<file path="src/tsi_pkg.sv">
// Summary of operation
// - Split access set: channel reads see data memory, writes go to connection low.
// - Split access clear: channel accesses reach the memory named by the target field.
// - The stream index picks the 32-location subsection of the chosen memory.
// - Processor-source set: every channel sends its low byte unless the global enable is low.
// - Processor-source clear: each channel's own entries decide its source and drive.
// - Target 01 is read-only data memory, 10 is connection low, 11 is connection high.
// - High entries keep only channel source and output enable; other bits read as 0.
// - Channel source set sends the low byte itself; clear uses it as a source address.
// - As an address, low bits 6-5 name the input stream and 4-0 the channel; bit 7 unused.
// - With channel source or processor-source set, low bits 6-0 are sent and bit 7 is always 0.
// - High bit 0 drives the channel when 1, floats it when 0, while global enable is high.
// - While the global output enable is low, every serial output channel is floated.
// - Processor-source set: every entry acts as if channel source and enable were set.
// - Register-space bit low reaches control; high lets five address bits pick one of 32.
`default_nettype none
package tsi_pkg;
  localparam int ENTRY_COUNT = 128;
  localparam logic [7:0] CTRL_WRITE_MASK = 8'hDB;
  localparam logic [7:0] CTRL_RESET = 8'h00;
  localparam logic [6:0] LOW_RESET = 7'h00;
  localparam int HIGH_CS_BIT = 2;
  localparam int HIGH_OE_BIT = 0;

  typedef enum logic [1:0] {
    TSI_MT_RESERVED,
    TSI_MT_DATA,
    TSI_MT_CONN_LOW,
    TSI_MT_CONN_HIGH
  } tsi_target_t;

  typedef struct packed {
    logic splitAccessMode;
    logic allChannelsCpuSource;
    logic unusedHigh;
    tsi_target_t memoryTargetSelect;
    logic unusedLow;
    logic [1:0] streamIndexSelect;
  } tsi_ctrl_t;

  typedef struct packed {
    logic write;
    logic registerSpaceSelectBit;
    logic [4:0] channel;
    logic [7:0] data;
  } tsi_cpu_req_t;

  typedef struct packed {
    logic enable;
    logic cpuSource;
    logic [7:0] data;
    logic [1:0] srcStream;
    logic [4:0] srcChannel;
  } tsi_chan_out_t;
endpackage
`default_nettype wire

</file>
<file path="src/tsi_switch_config_registers.sv">
`timescale 1ns/10ps
`default_nettype none
module tsi_switch_config_registers (
  // Clock and reset
  input wire logic clk,
  input wire logic rst,
  // Processor port
  input wire logic cpuReq,
  input wire tsi_pkg::tsi_cpu_req_t cpuCmd,
  output logic cpuAck,
  output logic [7:0] cpuRdData,
  // Data memory read port, owned by the serial receive side
  output logic [6:0] dmAddr,
  input wire logic [7:0] dmData,
  // Output channel lookup from the serial transmit side
  input wire logic queryValid,
  input wire logic [6:0] queryIndex,
  input wire logic globalOutputEnable,
  output tsi_pkg::tsi_chan_out_t chanOut,
  output logic chanDriveEn,
  // Control register view
  output tsi_pkg::tsi_ctrl_t switchControl
);
  // ------------------------------------------------------------
  // Storage
  // ------------------------------------------------------------
  tsi_pkg::tsi_ctrl_t ctrl;
  logic [6:0] connLow [tsi_pkg::ENTRY_COUNT];
  logic [1:0] connHigh [tsi_pkg::ENTRY_COUNT];

  function automatic logic [6:0] entryIndex(input logic [1:0] stream, input logic [4:0] chan);
    entryIndex = {stream, chan};
  endfunction

  // ------------------------------------------------------------
  // Processor access decode
  // ------------------------------------------------------------
  wire logic ctrlAccess = cpuReq && !cpuCmd.registerSpaceSelectBit;
  wire logic chanAccess = cpuReq && cpuCmd.registerSpaceSelectBit;
  wire logic [6:0] cpuIndex = entryIndex(ctrl.streamIndexSelect, cpuCmd.channel);
  // Split mode overrides the target: reads see data memory, writes land in low
  wire tsi_pkg::tsi_target_t rdTarget =
    ctrl.splitAccessMode ? tsi_pkg::TSI_MT_DATA : ctrl.memoryTargetSelect;
  wire tsi_pkg::tsi_target_t wrTarget =
    ctrl.splitAccessMode ? tsi_pkg::TSI_MT_CONN_LOW : ctrl.memoryTargetSelect;
  wire logic lowWrite = chanAccess && cpuCmd.write && (wrTarget == tsi_pkg::TSI_MT_CONN_LOW);
  wire logic highWrite = chanAccess && cpuCmd.write && (wrTarget == tsi_pkg::TSI_MT_CONN_HIGH);
  wire logic [7:0] highRead = {5'h00, connHigh[cpuIndex][1], 1'b0, connHigh[cpuIndex][0]};
  wire logic [7:0] chanRead =
    (rdTarget == tsi_pkg::TSI_MT_DATA) ? dmData :
    (rdTarget == tsi_pkg::TSI_MT_CONN_LOW) ? {1'b0, connLow[cpuIndex]} :
    (rdTarget == tsi_pkg::TSI_MT_CONN_HIGH) ? highRead : 8'h00;
  wire logic [7:0] next_rdData = cpuCmd.registerSpaceSelectBit ? chanRead : ctrl;

  assign dmAddr = cpuIndex;
  assign switchControl = ctrl;

  // ------------------------------------------------------------
  // Control register and answer
  // ------------------------------------------------------------
  always_ff @(posedge clk or posedge rst) begin
    if (rst) begin
      ctrl <= tsi_pkg::tsi_ctrl_t'(tsi_pkg::CTRL_RESET);
    end else if (ctrlAccess && cpuCmd.write) begin
      ctrl <= tsi_pkg::tsi_ctrl_t'(cpuCmd.data & tsi_pkg::CTRL_WRITE_MASK);
    end
  end

  always_ff @(posedge clk or posedge rst) begin
    if (rst) begin
      cpuAck <= 1'b0;
      cpuRdData <= 8'h00;
    end else begin
      cpuAck <= cpuReq;
      if (cpuReq && !cpuCmd.write) begin
        cpuRdData <= next_rdData;
      end
    end
  end

  // ------------------------------------------------------------
  // Connection memories
  // ------------------------------------------------------------
  // High entries reset floated so no output fights a shared line at start
  always_ff @(posedge clk or posedge rst) begin
    if (rst) begin
      for (int i = 0; i < tsi_pkg::ENTRY_COUNT; i++) begin
        connHigh[i] <= 2'h0;
      end
    end else if (highWrite) begin
      connHigh[cpuIndex] <= {cpuCmd.data[tsi_pkg::HIGH_CS_BIT],
                             cpuCmd.data[tsi_pkg::HIGH_OE_BIT]};
    end
  end

  always_ff @(posedge clk or posedge rst) begin
    if (rst) begin
      for (int i = 0; i < tsi_pkg::ENTRY_COUNT; i++) begin
        connLow[i] <= tsi_pkg::LOW_RESET;
      end
    end else if (lowWrite) begin
      connLow[cpuIndex] <= cpuCmd.data[6:0];
    end
  end

  // ------------------------------------------------------------
  // Output channel lookup
  // ------------------------------------------------------------
  wire logic [6:0] qLow = connLow[queryIndex];
  wire logic qCs = connHigh[queryIndex][1] || ctrl.allChannelsCpuSource;
  wire logic qOe = connHigh[queryIndex][0] || ctrl.allChannelsCpuSource;
  wire tsi_pkg::tsi_chan_out_t next_chanOut = '{
    enable: qOe,
    cpuSource: qCs,
    data: {1'b0, qLow},
    srcStream: qLow[6:5],
    srcChannel: qLow[4:0]
  };

  always_ff @(posedge clk or posedge rst) begin
    if (rst) begin
      chanOut <= '0;
    end else if (queryValid) begin
      chanOut <= next_chanOut;
    end
  end

  // Global enable acts at once, not at the next lookup
  assign chanDriveEn = chanOut.enable && globalOutputEnable;

  // ------------------------------------------------------------
  // Checks
  // ------------------------------------------------------------
  a_split_write_low: assert property (@(posedge clk) disable iff (rst)
    (chanAccess && cpuCmd.write && ctrl.splitAccessMode)
      |=> (connLow[$past(cpuIndex)] == $past(cpuCmd.data[6:0])))
    else $error("split write missed connection low");

  a_split_read_dm: assert property (@(posedge clk) disable iff (rst)
    (chanAccess && !cpuCmd.write && ctrl.splitAccessMode)
      |=> (cpuAck && cpuRdData == $past(dmData)))
    else $error("split read not from data memory");

  a_high_read_zero: assert property (@(posedge clk) disable iff (rst)
    (chanAccess && !cpuCmd.write && !ctrl.splitAccessMode
      && ctrl.memoryTargetSelect == tsi_pkg::TSI_MT_CONN_HIGH)
      |=> (cpuRdData[7:3] == 5'h00 && !cpuRdData[1]))
    else $error("connection high read shows unused bits");

  a_dm_read_only: assert property (@(posedge clk) disable iff (rst)
    (chanAccess && cpuCmd.write && !ctrl.splitAccessMode
      && ctrl.memoryTargetSelect == tsi_pkg::TSI_MT_DATA)
      |=> (connLow[$past(cpuIndex)] == $past(connLow[cpuIndex])
        && connHigh[$past(cpuIndex)] == $past(connHigh[cpuIndex])))
    else $error("data memory target changed a connection entry");

  a_ctrl_unused: assert property (@(posedge clk) disable iff (rst)
    (ctrlAccess && cpuCmd.write) |=> (!ctrl.unusedHigh && !ctrl.unusedLow
      && ctrl.streamIndexSelect == $past(cpuCmd.data[1:0])))
    else $error("control write wrong");

  a_cpu_source_all: assert property (@(posedge clk) disable iff (rst)
    (queryValid && ctrl.allChannelsCpuSource)
      |=> (chanOut.cpuSource && chanOut.enable && chanOut.data == {1'b0, $past(qLow)}))
    else $error("processor source not forced");

  a_goe_low_float: assert property (@(posedge clk) disable iff (rst)
    !globalOutputEnable |-> !chanDriveEn)
    else $error("output driven while global enable low");

  a_source_address: assert property (@(posedge clk) disable iff (rst)
    (queryValid && !ctrl.allChannelsCpuSource && !connHigh[queryIndex][1])
      |=> (!chanOut.cpuSource && {chanOut.srcStream, chanOut.srcChannel}
        == $past(connLow[queryIndex])))
    else $error("source address wrong");

  a_entry_enable: assert property (@(posedge clk) disable iff (rst)
    (queryValid && !ctrl.allChannelsCpuSource) ##1 globalOutputEnable
      |-> (chanDriveEn == $past(connHigh[queryIndex][0])))
    else $error("per-channel enable wrong");

  a_plain_write_low: assert property (@(posedge clk) disable iff (rst)
    (chanAccess && cpuCmd.write && !ctrl.splitAccessMode
      && ctrl.memoryTargetSelect == tsi_pkg::TSI_MT_CONN_LOW)
      |=> (connLow[$past(cpuIndex)] == $past(cpuCmd.data[6:0])))
    else $error("connection low write missed");

  a_plain_write_high: assert property (@(posedge clk) disable iff (rst)
    (chanAccess && cpuCmd.write && !ctrl.splitAccessMode
      && ctrl.memoryTargetSelect == tsi_pkg::TSI_MT_CONN_HIGH)
      |=> (connHigh[$past(cpuIndex)] == {$past(cpuCmd.data[tsi_pkg::HIGH_CS_BIT]),
        $past(cpuCmd.data[tsi_pkg::HIGH_OE_BIT])}))
    else $error("connection high write missed");

  a_split_high_hold: assert property (@(posedge clk) disable iff (rst)
    (chanAccess && cpuCmd.write && ctrl.splitAccessMode)
      |=> (connHigh[$past(cpuIndex)] == $past(connHigh[cpuIndex])))
    else $error("split write reached connection high");

  a_low_read_pad: assert property (@(posedge clk) disable iff (rst)
    (chanAccess && !cpuCmd.write && !ctrl.splitAccessMode
      && ctrl.memoryTargetSelect == tsi_pkg::TSI_MT_CONN_LOW)
      |=> (cpuRdData == {1'b0, $past(connLow[cpuIndex])}))
    else $error("connection low read wrong");

  a_ctrl_read_back: assert property (@(posedge clk) disable iff (rst)
    (ctrlAccess && !cpuCmd.write) |=> (cpuAck && cpuRdData == $past(ctrl)))
    else $error("control read wrong");

  a_ctrl_write_hold: assert property (@(posedge clk) disable iff (rst)
    (chanAccess || !cpuReq) |=> $stable(ctrl))
    else $error("control changed without a control write");

  a_entry_source_bit: assert property (@(posedge clk) disable iff (rst)
    (queryValid && !ctrl.allChannelsCpuSource)
      |=> (chanOut.cpuSource == $past(connHigh[queryIndex][1])))
    else $error("channel source bit not followed");

  a_entry_oe_bit: assert property (@(posedge clk) disable iff (rst)
    (queryValid && !ctrl.allChannelsCpuSource)
      |=> (chanOut.enable == $past(connHigh[queryIndex][0])))
    else $error("output enable bit not followed");

  a_lookup_byte: assert property (@(posedge clk) disable iff (rst)
    queryValid |=> (chanOut.data == {1'b0, $past(connLow[queryIndex])}))
    else $error("lookup byte wrong");
endmodule // tsi_switch_config_registers
`default_nettype wire

</file>
<file path="config.mk">
export PLATFORM = sky130hd
export DESIGN_NAME = tsi_switch_config_registers
export DESIGN_NICKNAME = d
export VERILOG_FILES = /design/src/tsi_pkg.sv /design/src/tsi_switch_config_registers.sv
export SDC_FILE = /design/constraint.sdc
export NUM_CORES = 2
export LEC_CHECK = 0
export BUFFER_PORTS_ARGS = -buffer_cell sky130_fd_sc_hd__buf_2
export CAP_MARGIN = 0
export CORE_MARGIN = 4
export CORE_UTILIZATION = 40
export DETAILED_ROUTE_END_ITERATION = 6
export PLACE_DENSITY = 0.61
export SYNTH_ARGS = -nofsm -noshare
export SYNTH_HDL_FRONTEND = slang
export SYNTH_SLANG_ARGS = --single-unit
</file>
<file path="constraint.sdc">
create_clock -name clk -period 49.7 [get_ports clk]
set_clock_uncertainty 0.2 [all_clocks]
set_input_delay 4.97 -clock clk [delete_from_list [all_inputs] [get_ports clk]]
set_output_delay 4.97 -clock clk [all_outputs]
set_load 0.005 [all_outputs]
</file>
==> impl_results.md <==
- Status: finished with violations
- Failing checks: capacitance limit, slew limit
- Hold crit path type: reg2reg
- Min Tclk post-route: around 11,000 ps
- Wirelength, routed: 245,600 um
- Root Driver: clkbuf_16
- Worst Hold Slack: approximately 300 ps
- Kind of critical path: in2out
- Post-cts resize count: 0
- CTS tree: yes
- Max-slew violations: 3
- Post-synthesis sequential area ratio: a little under half
- Via count: approximately 47,000
- P per Cell Area: 32.94 nW/um^2
- Routed WL per cell: between 30 and 40 um
- Wire length of the first global-routing pass: 351,500 um
- IO Pins: 77
- Final Cell Area: between 60,000 and 70,000 sq um
- Critical path's top delay family: buffers and inverters
- Max frequency: between 90 and 100 MHz
- Hold Fails Final Rpt: 0
- Post-layout net count: 4,708
- Vias in the first global route: roughly 47,000
- LEAKAGE: roughly 0.032 uW
- # Max-Cap Violations: 1
- Grt ovf: 0
- Mapped cell area: between 60,000 and 70,000 sq um
- Clk buf depth: 3
- Die height: 405.2 um
- Num CTS Buffers: ~140
- Clock Latency Late Sink: approximately 810 ps
- Slowest Stage Delay on Critical Path: approximately 490 ps
- Final worst slack: approximately 39,000 ps
- Synth async-reset ratio: 100.0%
- Fin crit share: 21.90%
- Post-synth EDFFs: 0
- Synth warn: 0
- Critical Path End Type: primary output
- Hold Crit Endpoint: cpuRdData[7]
- Die area: roughly 160,000 sq um
- CP max stage cell: buf_8
- Buf/Inv on CP: 2
- Post-DP Area: between 60,000 and 70,000 sq um
- RR Startpoint: dmAddr[5]
- Worst R2R End: cpuRdData[0]
- Worst reg2reg setup slack: 45,140 ps
- Register Area: a little under 30,000 sq um
- Multi-input gate area: approximately 32,000 sq um
- DR iter-0 viols: a little over 6,000
- Port Buffers: 73
- HP Start: cpuRdData[7]
- Post-route setup TNS: 0 ps
- DR pass1 iterations: 6
- Final HPWL DP: between 150,000 and 200,000 um
- Prevailing post-synth register cell: dfrtp_1
- Total track usage: between 20% and 30%
- Placement Setup Slack: slightly below 40,000 ps
- Worst-path fanout max: 73
- CP Cell Sequence: buf_8 -> buf_2
- Most frequent cells in the layout: 1,277 x mux2_2, 1,176 x dfrtp_1, 319 x mux4_2
- Worst-path clk slew: roughly 60 ps
- Synthesized flop and latch total: 1,176
- Hold buffers post-CTS: 0
- Synth unique cells: 72
- CP startpoint kind: primary input
- Critical path arrival: 5720 ps
- Critical Path RT: around 45,000 ps
- Max H-tree Level: 4
- Share of layout cells above drive strength 1: 43.63%
- Clock sinks: 1,176
- Initial antenna violation count: 11
- Initial Util: between 40% and 50%
- Core area: ~160,000 sq um
- Post-Syn Instances: between 4,000 and 5,000
- Rel. slew slack: -4.783%
- Core Util, Final: between 40% and 50%
- # rows: between 100 and 150
- Remaining antenna violation count: 0
- RSZ-0062 raised after global routing: no
- Hold depth: 2
- Largest net degree at the start of global routing: approximately 160
- Worst Reg-to-Reg Cells: 8
- RePlAce Congestion: about 0.97
- Die Span X: ~400 um
- Actual slew at the worst max-slew pin: around 1600 ps
- Setup Buffers After CTS: 0
- Commonest non-fill, non-tap cell in the layout: mux2_2
- Post-Syn Area per Cell: 13.23 sq um
- Post-DR vias/cell: 6.889
- DRC errors left: 0
- # fillers: roughly 14,000
- Setup violators final: 0
- Worst vdd ir: around 0.000029 V
- P&R area growth vs syn: 10.76%
## Yosys cell counts, types with 16 or more instances
library cell	count	area, sq um
a21oi_1	143	715.7
o21ai_0	80	400.4
mux2_2	1277	14380
o221ai_1	30	262.8
nor2b_1	17	106.4
nor2_1	219	822.0
buf_2	110	550.5
a22o_1	21	183.9
dfrtp_1	1176	29430
o211ai_1	16	120.1
a221oi_1	108	945.9
nand2_2	20	125.1
a31oi_1	29	181.4
mux4_2	319	7184
buf_1	21	78.83
nand4_1	18	112.6
clkbuf_1	242	908.4
o22ai_1	29	181.4
mux2i_1	94	940.9
nand2_1	192	720.7
buf_4	54	405.4
nor3_1	21	105.1
nand3_1	18	90.09
a22oi_1	267	2004
a221o_1	43	430.4
## state kept, by name, indices dropped and copies added (netlist names)
register and cells:
switchControl 4, chanOut 9, cpuAck 1, connHigh 256
cpuRdData 8, connLow 896, dmAddr 2
## routing by layer
metal / up-vias / track usage, % / share of wire, %
met5: - / 0 / 0.031
met4: 8 / 17.52 / 7.0
met3: 879 / 10.97 / 13
met2: 3214 / 42.66 / 43
met1: 24780 / 37.81 / 38
li1: 18280 / - / -
## power breakdown
group | leakage [uW] | switching (uW) | total [uW] | internal (uW)
clock network | 0.00230 | 431 | 1060 | 630
logic | 0.0129 | 168 | 236 | 68.1
registers | 0.0163 | 23.9 | 1010 | 981
total | 0.0316 | 623 | 2300 | 1680
## kinds of logic (layout without fill, tap and decap cells)
logic type	count (synthesis)	in the layout	share of synthesized area [%]
and+or+nand+nor	569	569	4.016
muxes	1705	1705	35.93
buffers and inverters	461	463	3.477
AOI/OAI and AO/OA	860	860	9.940
other	1	15	0.005942
DFF	1176	1176	46.63
## stage by stage
stage | power [uW] | cells
after CTS | 2303 | 6834
after global routing | 2361 | 6835
after detailed placement | 1248 | 6592
after global placement | 1246 | 6592
final | 2303 | 6846
after floorplan | 1149 | 4774
## worst reg2reg max path: cells and delay by family, from the launching register on
kind | cells | cell delay [ps]
flops | 1 | 780
buf+inv | 2 | 890
compound gates | 3 | 990
simple gates | 3 | 1530
## worst max path at each step
stage | from | to | cells after the start | slack, ps
2_1_floorplan | rst | chanOut[0] | 1 | 11400
6_report | cpuCmd[10] | dmAddr[2] | 2 | 38810
3_5_place_dp | cpuCmd[10] | dmAddr[2] | 2 | 38770
5_1_grt | cpuCmd[10] | dmAddr[2] | 2 | 38760
4_1_cts | cpuCmd[10] | dmAddr[2] | 2 | 38770
3_3_place_gp | cpuCmd[10] | dmAddr[2] | 2 | 38770
## cell type report
| cell class | instances | area share, % |
|---|---|---|
| Sequential cell | 1176 | 42.10 |
| Multi-Input combinational cell | 3137 | 45.25 |
| Timing Repair Buffer | 203 | 2.078 |
| Clock inverter | 37 | 0.8681 |
| Inverter | 18 | 0.1092 |
| Antenna cell | 12 | 0.04296 |
| Clock buffer | 205 | 5.864 |
| Tap cell | 2058 | 3.684 |
No activity file was read; power rests on OpenSTA's default activity.
